**src/rtl/mbc_pkg.sv**
```systemverilog
// Package for the minimum-mode bus control block: states, codes, cycle kinds.
// Assumes one processor clock; half-clock events are modelled at full-cycle grain.
package mbc_pkg;

	// Bus state sequence, Gray coded around T1-T2-T3-T4 and back to T1
	typedef enum logic [2:0] {
		MBC_TI = 3'h0,
		MBC_T1 = 3'h1,
		MBC_T2 = 3'h3,
		MBC_T3 = 3'h7,
		MBC_TW = 3'h6,
		MBC_T4 = 3'h5
	} mbc_state_t;

	// Queue status codes
	localparam logic [1:0] MBC_QS_NOP   = 2'h0;
	localparam logic [1:0] MBC_QS_FIRST = 2'h1;
	localparam logic [1:0] MBC_QS_FLUSH = 2'h2;
	localparam logic [1:0] MBC_QS_SUBSQ = 2'h3;

	// Reset levels of the control pins
	localparam logic MBC_RST_MIO   = 1'b0;
	localparam logic MBC_RST_WR_N  = 1'b1;
	localparam logic MBC_RST_DT    = 1'b1;
	localparam logic MBC_RST_DEN_N = 1'b1;

	// Requested bus cycle from the core
	typedef struct packed {
		logic mem;
		logic write;
		logic int_ack;
	} mbc_req_t;

	// Driven pin group, each with its output enable
	typedef struct packed {
		logic mem_io;
		logic mem_io_oe;
		logic write_n;
		logic write_n_oe;
		logic xcvr_direction;
		logic xcvr_direction_oe;
		logic xcvr_enable_n;
		logic xcvr_enable_n_oe;
	} mbc_pins_t;

	// Queue event from the prefetch logic
	typedef struct packed {
		logic first;
		logic subsq;
		logic flush;
	} mbc_qevt_t;

endpackage : mbc_pkg

```
**src/rtl/mbc_bus_ctrl.sv**
```systemverilog
// Minimum-mode bus control: T-state sequencer, strobes, transceiver control,
// queue status and the hold handshake. Assumes the core offers cycles on
// cyc_valid/cyc_req and queue events on q_evt, on the same clock.
// Operation
// - Queue status codes 00/01/10/11 as defined
// - Status shown the cycle after operation
// - Queue status always driven, even held
// - Minimum-mode functions when select is high
// - Select high memory, valid T4 to T4
// - Select floats weak zero during hold
// - Write strobe low in T2, T3, waits
// - Write, direction, enable float weak one
// - Acknowledge strobe low T2, T3, waits
// - Latch pulse high in every T1
// - Direction high transmit, timed like select
// - Read enable from T2 middle to T4
// - Write enable from T2 start to T4; ended here at the start of T4
// - Acknowledge hold in T4 or T1; taken here in T4 or TI
// - Float bus with acknowledge same cycle
// - Drop acknowledge when request low
`timescale 1ns/100ps
module mbc_bus_ctrl
	import mbc_pkg::*;
(
	// Clock and reset
	input  wire logic             clk,
	input  wire logic             resetn,
	// Straps and pins
	input  wire logic             min_max_select,
	input  wire logic             ready,
	input  wire logic             hold_req,
	// Core side
	input  wire logic             cyc_valid,
	input  wire mbc_pkg::mbc_req_t cyc_req,
	input  wire mbc_pkg::mbc_qevt_t q_evt,
	output logic                  cyc_done,
	// Pins
	output mbc_pkg::mbc_pins_t    pins,
	output logic                  addr_latch,
	output logic                  int_ack_strobe_n,
	output logic                  queue_status_hi,
	output logic                  queue_status_lo,
	output logic                  bus_hold_ack,
	output logic                  bus_float
);
	import mbc_pkg::*;

	mbc_state_t state_q, state_d;
	mbc_req_t   cur_q;
	logic       ready_s, mode_s;
	logic       wait_state;
	logic       mio_q, wr_n_q, dir_q, den_n_q;
	logic       drive_q;

	// Ready and the strap come from pins; hold is synchronous to our clock
	mbc_sync u_rdy (.clk(clk), .resetn(resetn), .d(ready), .q(ready_s));
	mbc_sync u_mode (.clk(clk), .resetn(resetn), .d(min_max_select), .q(mode_s));

	function automatic logic [1:0] qs_code(input mbc_qevt_t e);
		if (e.flush)
			return MBC_QS_FLUSH;
		else if (e.first)
			return MBC_QS_FIRST;
		else if (e.subsq)
			return MBC_QS_SUBSQ;
		else
			return MBC_QS_NOP;
	endfunction : qs_code

	// Hold is taken only at a cycle boundary, never mid-cycle
	wire boundary = (state_q == MBC_T4) || (state_q == MBC_TI);
	wire grant    = hold_req && boundary && !bus_hold_ack;
	wire start    = cyc_valid && mode_s && !hold_req && !bus_hold_ack;

	always_comb begin
		state_d = state_q;
		unique case (state_q)
			MBC_TI: if (start) state_d = MBC_T1;
			MBC_T1: state_d = MBC_T2;
			MBC_T2: state_d = MBC_T3;
			MBC_T3: state_d = ready_s ? MBC_T4 : MBC_TW;
			MBC_TW: state_d = ready_s ? MBC_T4 : MBC_TW;
			MBC_T4: state_d = (start && !hold_req) ? MBC_T1 : MBC_TI;
			default: state_d = MBC_TI;
		endcase
	end

	always_ff @(posedge clk) begin
		if (!resetn)
			state_q <= MBC_TI;
		else
			state_q <= state_d;
	end

	always_ff @(posedge clk) begin
		if (!resetn)
			cur_q <= '0;
		else if (state_d == MBC_T1 && state_q != MBC_T1)
			cur_q <= cyc_req;
	end

	assign wait_state = (state_q == MBC_TW);

	// Strobes, registered from next state so pins change with the state
	wire in_t23w = (state_d == MBC_T2) || (state_d == MBC_T3) || (state_d == MBC_TW);
	always_ff @(posedge clk) begin
		if (!resetn) begin
			addr_latch       <= 1'b0;
			int_ack_strobe_n <= 1'b1;
			cyc_done         <= 1'b0;
		end else begin
			addr_latch       <= (state_d == MBC_T1);
			int_ack_strobe_n <= !(in_t23w && cur_q.int_ack);
			cyc_done         <= (state_d == MBC_T4);
		end
	end

	// Enable window: write from T2 start, read from the cycle after T2
	// (half-cycle points rounded to the next edge), read through T4, write until T4 starts
	wire den_write = in_t23w && cur_q.write;
	wire den_read  = ((state_d == MBC_T3) || (state_d == MBC_TW) || (state_d == MBC_T4)) &&
	                 !cur_q.write && !(state_q == MBC_T4);

	always_ff @(posedge clk) begin
		if (!resetn) begin
			mio_q   <= MBC_RST_MIO;
			wr_n_q  <= MBC_RST_WR_N;
			dir_q   <= MBC_RST_DT;
			den_n_q <= MBC_RST_DEN_N;
		end else if (grant || bus_hold_ack) begin
			mio_q   <= 1'b0;
			wr_n_q  <= 1'b1;
			dir_q   <= 1'b1;
			den_n_q <= 1'b1;
		end else begin
			if (start && boundary) begin
				mio_q <= cyc_req.mem;
				dir_q <= cyc_req.write;
			end
			wr_n_q  <= !(in_t23w && cur_q.write);
			den_n_q <= !(den_write || den_read);
		end
	end

	// One enable for all four pins: they float and return together,
	// and each field has a single driving process
	assign pins = '{
		mem_io:            mio_q,
		mem_io_oe:         drive_q,
		write_n:           wr_n_q,
		write_n_oe:        drive_q,
		xcvr_direction:    dir_q,
		xcvr_direction_oe: drive_q,
		xcvr_enable_n:     den_n_q,
		xcvr_enable_n_oe:  drive_q
	};

	// Hold handshake; the enables fall with the acknowledge
	always_ff @(posedge clk) begin
		if (!resetn) begin
			bus_hold_ack <= 1'b0;
			bus_float    <= 1'b0;
			drive_q      <= 1'b1;
		end else if (grant) begin
			bus_hold_ack <= 1'b1;
			bus_float    <= 1'b1;
			drive_q      <= 1'b0;
		end else if (bus_hold_ack && !hold_req) begin
			bus_hold_ack <= 1'b0;
		end else if (!bus_hold_ack && bus_float && start) begin
			// Re-drive only once a new cycle is wanted
			bus_float <= 1'b0;
			drive_q   <= 1'b1;
		end
	end

	// Queue status one cycle after the event, never floated
	always_ff @(posedge clk) begin
		if (!resetn) begin
			queue_status_hi <= 1'b0;
			queue_status_lo <= 1'b0;
		end else begin
			{queue_status_hi, queue_status_lo} <= qs_code(q_evt);
		end
	end

	chk_qs_follows: assert property (@(posedge clk) disable iff (!resetn)
		1 |=> {queue_status_hi, queue_status_lo} == qs_code($past(q_evt)))
		else $error("queue status not one cycle after event");
	chk_ale_t1: assert property (@(posedge clk) disable iff (!resetn)
		(state_q == MBC_T1) |-> addr_latch)
		else $error("latch pulse missing in T1");
	chk_wr_window: assert property (@(posedge clk) disable iff (!resetn)
		(state_q == MBC_T2 && cur_q.write && !bus_hold_ack) |-> !pins.write_n)
		else $error("write strobe not low in T2");
	chk_int_ack_strobe_n_window: assert property (@(posedge clk) disable iff (!resetn)
		(state_q == MBC_T2 || state_q == MBC_T3 || wait_state) && cur_q.int_ack
		|-> !int_ack_strobe_n)
		else $error("acknowledge strobe not low in its window");
	chk_seq_order: assert property (@(posedge clk) disable iff (!resetn)
		(state_q == MBC_T1) |=> (state_q == MBC_T2) ##1 (state_q == MBC_T3))
		else $error("T1 not followed by T2 T3");
	chk_hold_ack: assert property (@(posedge clk) disable iff (!resetn)
		$rose(bus_hold_ack) |-> $past(state_q == MBC_T4 || state_q == MBC_TI))
		else $error("hold acknowledged outside a boundary");
	chk_float_with: assert property (@(posedge clk) disable iff (!resetn)
		$rose(bus_hold_ack) |-> !pins.mem_io_oe && !pins.write_n_oe && bus_float)
		else $error("bus not floated with acknowledge");
	chk_hold_drop: assert property (@(posedge clk) disable iff (!resetn)
		(bus_hold_ack && !hold_req) |=> !bus_hold_ack)
		else $error("acknowledge not dropped");
	chk_float_level: assert property (@(posedge clk) disable iff (!resetn)
		bus_hold_ack |-> !pins.mem_io && pins.write_n && pins.xcvr_enable_n &&
			pins.xcvr_direction)
		else $error("weak levels wrong during hold");
	chk_select_stable: assert property (@(posedge clk) disable iff (!resetn)
		(state_q == MBC_T2 || state_q == MBC_T3 || wait_state || state_q == MBC_T4)
		|-> $stable(pins.mem_io) && $stable(pins.xcvr_direction))
		else $error("select or direction moved inside a cycle");
	chk_enable_start: assert property (@(posedge clk) disable iff (!resetn)
		(state_q == MBC_T2) |-> (pins.xcvr_enable_n == !cur_q.write))
		else $error("transceiver enable wrong in T2");
	chk_enable_end: assert property (@(posedge clk) disable iff (!resetn)
		(state_q == MBC_T4) |-> (pins.xcvr_enable_n == cur_q.write))
		else $error("transceiver enable wrong in T4");
	chk_held_idle: assert property (@(posedge clk) disable iff (!resetn)
		bus_hold_ack |-> (state_q == MBC_TI))
		else $error("bus cycle running while held");
endmodule : mbc_bus_ctrl

```
**src/rtl/mbc_sync.sv**
```systemverilog
// Two-flop synchroniser for one level from outside the clock domain.
// Assumes the input is a plain level; no filtering is done.
`timescale 1ns/100ps
module mbc_sync (
	// Clock and reset
	input  wire logic clk,
	input  wire logic resetn,
	// Level
	input  wire logic d,
	output logic      q
);
	logic meta_q;

	always_ff @(posedge clk) begin
		if (!resetn) begin
			meta_q <= 1'b0;
			q      <= 1'b0;
		end else begin
			meta_q <= d;
			q      <= meta_q;
		end
	end
endmodule : mbc_sync
```
**config.mk**
```make
export PLATFORM = sky130hd
export DESIGN_NAME = mbc_bus_ctrl
export DESIGN_NICKNAME = d
export VERILOG_FILES = /design/src/rtl/mbc_pkg.sv /design/src/rtl/mbc_bus_ctrl.sv /design/src/rtl/mbc_sync.sv
export SDC_FILE = /design/constraint.sdc
export NUM_CORES = 1
export LEC_CHECK = 0
export ABC_CLOCK_PERIOD_IN_PS = 1300
export BUFFER_PORTS_ARGS = -buffer_cell sky130_fd_sc_hd__clkbuf_2
export CAP_MARGIN = 15
export CORE_ASPECT_RATIO = 0.9
export CORE_UTILIZATION = 42
export DETAILED_ROUTE_END_ITERATION = 10
export GPL_ROUTABILITY_DRIVEN = 1
export PLACE_DENSITY_LB_ADDON = 0.3
export SETUP_SLACK_MARGIN = 0.02
export SLEW_MARGIN = 20
export SYNTH_ARGS = -nofsm -noshare
export SYNTH_HDL_FRONTEND = slang
export SYNTH_SLANG_ARGS = --single-unit
```
**constraint.sdc**
```tcl
create_clock -name clk -period 1.3 [get_ports clk]
set_clock_uncertainty 0.15 [all_clocks]
set_input_delay 0.26 -clock clk [delete_from_list [all_inputs] [get_ports clk]]
set_output_delay 0.26 -clock clk [all_outputs]
set_load 0.1 [all_outputs]
```
==> results of run 1 <==
metrics by stage:
step / hold slack, ns / std cells / util, % / setup WS (ns)
after detailed placement: 0.2330 / 132 / 71.36 / -0.1027
after CTS: 0.0002938 / 138 / 75.69 / -0.07947
after floorplan: 0.1794 / 84 / - / -0.008783
final: 0.02911 / 140 / 82.03 / -0.07124
after global routing: 0.04789 / 140 / 82.03 / -0.1183
after global placement: 0.2249 / 132 / 71.36 / -0.03737
cell type report:
| cell class | instances | area share (%) |
|---|---|---|
| flip-flops and latches | 21 | 31.66 |
| multi-input cells | 46 | 29.46 |
| inverters | 6 | 1.583 |
| well taps | 24 | 2.111 |
| clock buffers | 3 | 1.583 |
| clock inverters | 1 | 0.3518 |
| repair buffers | 39 | 33.25 |
logic make-up after synthesis:
group	after synthesis
AND/OR/NAND/NOR	26
flip-flops	21
multiplexers	1
buffers and inverters	17
XOR/XNOR	2
AO/OA/AOI/OAI	17
how the worst max path moves through the flow:
stage	slack, ns	to
2_1_floorplan	-0.009	drive_q
3_3_place_gp	-0.04	drive_q
3_5_place_dp	-0.10	bus_float
4_1_cts	-0.08	pins[2]
5_1_grt	-0.12	pins[6]
6_report	-0.07	pins[2]
cells in the mapped netlist (2+ instances only):
cell / count / area share, %
nor2_1: 5 / 2.3
buf_4: 8 / 7.5
o211ai_1: 2 / 1.9
a21oi_1: 5 / 3.1
nor4_1: 2 / 1.6
inv_1: 5 / 2.3
dfxtp_1: 21 / 52
nor3_1: 3 / 1.9
and2_1: 5 / 3.9
o21ai_0: 3 / 1.9
nand2_1: 4 / 1.9
o31ai_1: 2 / 1.9
buf_2: 2 / 1.2
nand4_1: 2 / 1.6
metal layers:
layer	wire, um	track usage (%)	vias up
met5	0	0	-
met4	18	8.333	0
met3	70	6.250	2
met2	1177	30.67	19
met1	904	26.98	337
li1	-	-	345
critical path: cells and delay by family, from the launching register on:
family                 cells  cell delay [ns]
buffers and inverters      2             0.30
DFF                        1             0.36
what timing repair did:
item,CTS,global route
endpoints found under the setup margin,15,21
buffers inserted,0,1
pin swaps,1,4
resized for setup,10,21
hold buffers,2,1
hold endpoints to repair,2,1
power groups by stage:
stage	Clock [mW]	Sequential, mW	Combinational, mW
CTS	0.313	0.679	0.327
floorplan	0	0.750	0.136
global route	0.343	0.680	0.357
global placement	0	0.693	0.315
finish	0.308	0.677	0.346
detailed placement	0	0.693	0.319
==> metrics.txt, run 1 <==
run status finished, violations left; failing checks setup timing; CP startpoint drive_q; Multi-input gate area 419.2 um^2; Post-Syn Instances 84; CP Launch Type flip-flop; min Tclk post-route 1.371 ns; post-synth cell types 29; Post-DRT Antenna Nets 0; Final setup viols 4; post-synthesis sequential area ratio 52.17%; number of synthesis warnings 0; Fin. Hold Viols 0; Sw Ratio 31.38%; most frequent cells in the layout buf_12 (16), dfxtp_2 (12), clkbuf_2 (11), buf_4 (9); antenna violations before repair 0; Initial DRC Count 7; final worst path period share 105.5%; PnR worst setup slack -0.07124 ns; Crit. End Element primary output; Via Count 703; GRT Total Usage 20.45%; Core Rows 14; fmax 0.7293 GHz; Async SR Flop Fraction 0%; Slowest cell on crit path dfxtp_2; Clock power frac 23.2%; Leak 0.5615 nW; IO Pins 27; crit path cell chain buf_12 -> buf_12; Inserted Diodes 0; CTS tree yes; WS Path Type reg2out; combinational fraction of design power 26.0%; power density over cell area 935.8 mW/mm^2; Max VDD drop 893.3 uV; RSZ-0062 raised after global routing true; sink of the worst hold path cur_q[0]; share of layout cells above drive strength 1 61.21%; Initial Util 46.46%; net count after synthesis 96; mux cell area share after synthesis 1.242%; Main synth FF type dfxtp_1; clock buffer depth 2; Most common cell on crit path buf_12; Synth Area in XOR/XNOR 2.174%; DRT Pass-1 Iters 4; first-pass GRT wire length 2.939 mm; Hold Path Stages 3; cts bufs inserted 3; compound-gate portion of the synthesized area 14.13%; Chip Height 43.56 um; htree depth 1; DRC errors left 0; Reg clk slew, reported paths 0.11 ns; cells on worst reg2reg path 3; Core Area 0.001734 mm^2; total area of sequential cells 450.4 um^2; peak fanout along the critical path 5; WL final 2.170 mm; HP Start cyc_req[0]; FF+latch count, synth 21; vias per cell 5.021; Post-Syn Area 805.8 um^2; Int Pwr 913.5 uW; biggest regs state_q x3, cur_q x2; RR Endpoint state_q[0]; relative slew slack 78.91%; Seq pwr share 50.9%; Power, Total 1.331 mW; dpl hpwl 1.365 mm; gr ovfl total 0; max incr delay on CP 0.36 ns; WP data required 0.89 ns; Critical R2R Launch bus_hold_ack; commonest non-fill, non-tap cell in the layout buf_12; die width 48.17 um; worst min path class in2reg; switching power 417.7 uW; pin count of the biggest net entering global routing 13; worst slew pin tran 0.3159 ns; simple-gate share of the synthesized area 18.32%; number of global-route vias before repair 669; Slew Viols, Final 0; average wire per standard cell 15.50 um; Layout area overhead 76.55%; adder-cell share of the synthesized area 0%; RD Place Congestion 0.8322; die footprint 0.002098 mm^2; Post-synth EDFFs 0; largest family of logic cells by synthesized area simple AND/OR/NAND/NOR gates; port buffer count 26; Syn Area/Cell 9.593 um^2; Sink Count 21; layout net count 129; WP data arrival 0.96 ns; Skew-Pair Late Insertion Delay 0.31 ns; post-route design area 0.001423 mm^2; number of fill cells 92; root buffer cell clkbuf_4; Reg with most FFs state_q; placed cell area 0.001237 mm^2; Max-cap violations 0; setup TNS -0.2813 ns; number of flip-flops in the largest register 3; Reg2Reg Setup Slack 0.01 ns
No activity file was read; power rests on OpenSTA's default activity.
==> inputs of run 2 (changes only) <==
Settings changed: CORE_UTILIZATION 42 to 45, CTS_BUF_LIST set to sky130_fd_sc_hd__clkbuf_8.
==> metrics.txt, run 2 (synthesis gave the netlist of run 1 again) <==
CP Launch Type flip-flop; fmax 0.7555 GHz; CTS tree yes; biggest regs state_q x3, cur_q x2; commonest non-fill, non-tap cell in the layout buf_12; Sink Count 21; power density over cell area 1034 mW/mm^2; IO Pins 27; final hold slack 0.01908 ns; number of flip-flops in the largest register 3; antenna violations before repair 0; average wire per standard cell 14.91 um; vias per cell 5.015; clock buffer depth 2; Crit. End Element primary output; relative slew slack 81.33%; pin count of the biggest net entering global routing 14; DRC errors left 0; Fin. Hold Viols 0; cts bufs inserted 3; worst min path class in2reg; number of fill cells 94; DRT Pass-1 Iters 4; first-pass GRT wire length 2.684 mm; WP data required 0.89 ns; layout net count 126; CTS hold repair buffers 0; total area of sequential cells 444.2 um^2; placed cell area 0.001237 mm^2; Final setup viols 4; Skew-Pair Late Insertion Delay 0.26 ns; RSZ-0062 raised after global routing true; most frequent cells in the layout buf_12 (16), clkbuf_2 (11), dfxtp_2 (10), dfxtp_1 (8), buf_4 (8); root buffer cell clkbuf_8; min Tclk post-route 1.324 ns; RD Place Congestion 0.7464; Initial DRC Count 15; Core Area 0.001682 mm^2; die footprint 0.001964 mm^2; WL final 2.043 mm; Inserted Diodes 0; PnR worst setup slack -0.02371 ns; Max VDD drop 1182 uV; Core Rows 14; run status finished, violations left; die width 46.61 um; GRT Total Usage 19.72%; htree depth 1; Multi-input gate area 401.6 um^2; Post-DRT Antenna Nets 0; Max-cap violations 0; worst slew pin tran 0.2796 ns; number of global-route vias before repair 595; final worst path period share 101.8%; Reg with most FFs state_q; Slew Viols, Final 0; failing checks setup timing; gr ovfl total 0; port buffer count 26; WP data arrival 0.91 ns; Via Count 687; Chip Height 42.15 um; peak fanout along the critical path 5; share of layout cells above drive strength 1 58.41%; WS Path Type reg2out; Reg clk slew, reported paths 0.08 ns; dpl hpwl 1.262 mm; Initial Util 47.92%; post-route design area 0.001393 mm^2; Layout area overhead 72.83%; Leak 0.5585 nW
## run 2: per-layer routing
layer / track usage, % / wire length [um] / vias up
met2: 28.89 / 1107 / 22
li1: - / - / 338
met3: 7.759 / 83 / 6
met5: 0 / 0 / -
met1: 25.55 / 804 / 321
met4: 7.647 / 48 / 0
## run 2: path summary, 6_finish.rpt
path	startpoint	to	slack, ns	depth (start not counted)
max	drive_q	pins[6]	-0.02	2
min	q_evt[0]	queue_status_lo	0.02	2
max reg2reg	bus_hold_ack	mio_q	0	3
min reg2reg	cur_q[0]	int_ack_strobe_n	0.25	1
## run 2: cell type report
type | instances | area share (%)
clock inverter | 1 | 0.4492
sequential | 21 | 31.90
timing repair buffer | 36 | 32.08
multi-input combinational | 46 | 28.84
clock buffer | 3 | 2.965
tap | 24 | 2.156
inverter | 6 | 1.617
## run 2: worst max-delay path: stages, from the launching register on
cell,delay [ns]
dfxtp_2,0.35
buf_12,0.13
buf_12,0.17
## run 2: where the power goes
part	switching, mW	internal, mW	total [mW]
clock	0.208	0.218	0.425
combinational	0.203	0.133	0.336
sequential	0.0185	0.660	0.678
total	0.429	1.01	1.44
## run 2: repair_timing
item                       CTS  global route
setup buffers                0             1
hold endpoints to repair     0             0
setup endpoints to repair   11            12
gates resized for setup      7            17
pin swaps                    1             3
## run 2: metrics by stage
stage / power [mW] / TNS (ns) / setup slack, ns / utilization [%] / cells
3_3_place_gp: 1.008 / -0.02490 / -0.01847 / 73.59 / 132
4_1_cts: 1.439 / -0.1060 / -0.02674 / 77.53 / 136
3_5_place_dp: 1.012 / -0.2477 / -0.08026 / 73.59 / 132
6_report: 1.440 / -0.08432 / -0.02371 / 82.81 / 137
5_1_grt: 1.488 / -0.3780 / -0.05679 / 82.81 / 137
2_1_floorplan: 0.8862 / -0.01448 / -0.008783 / - / 84
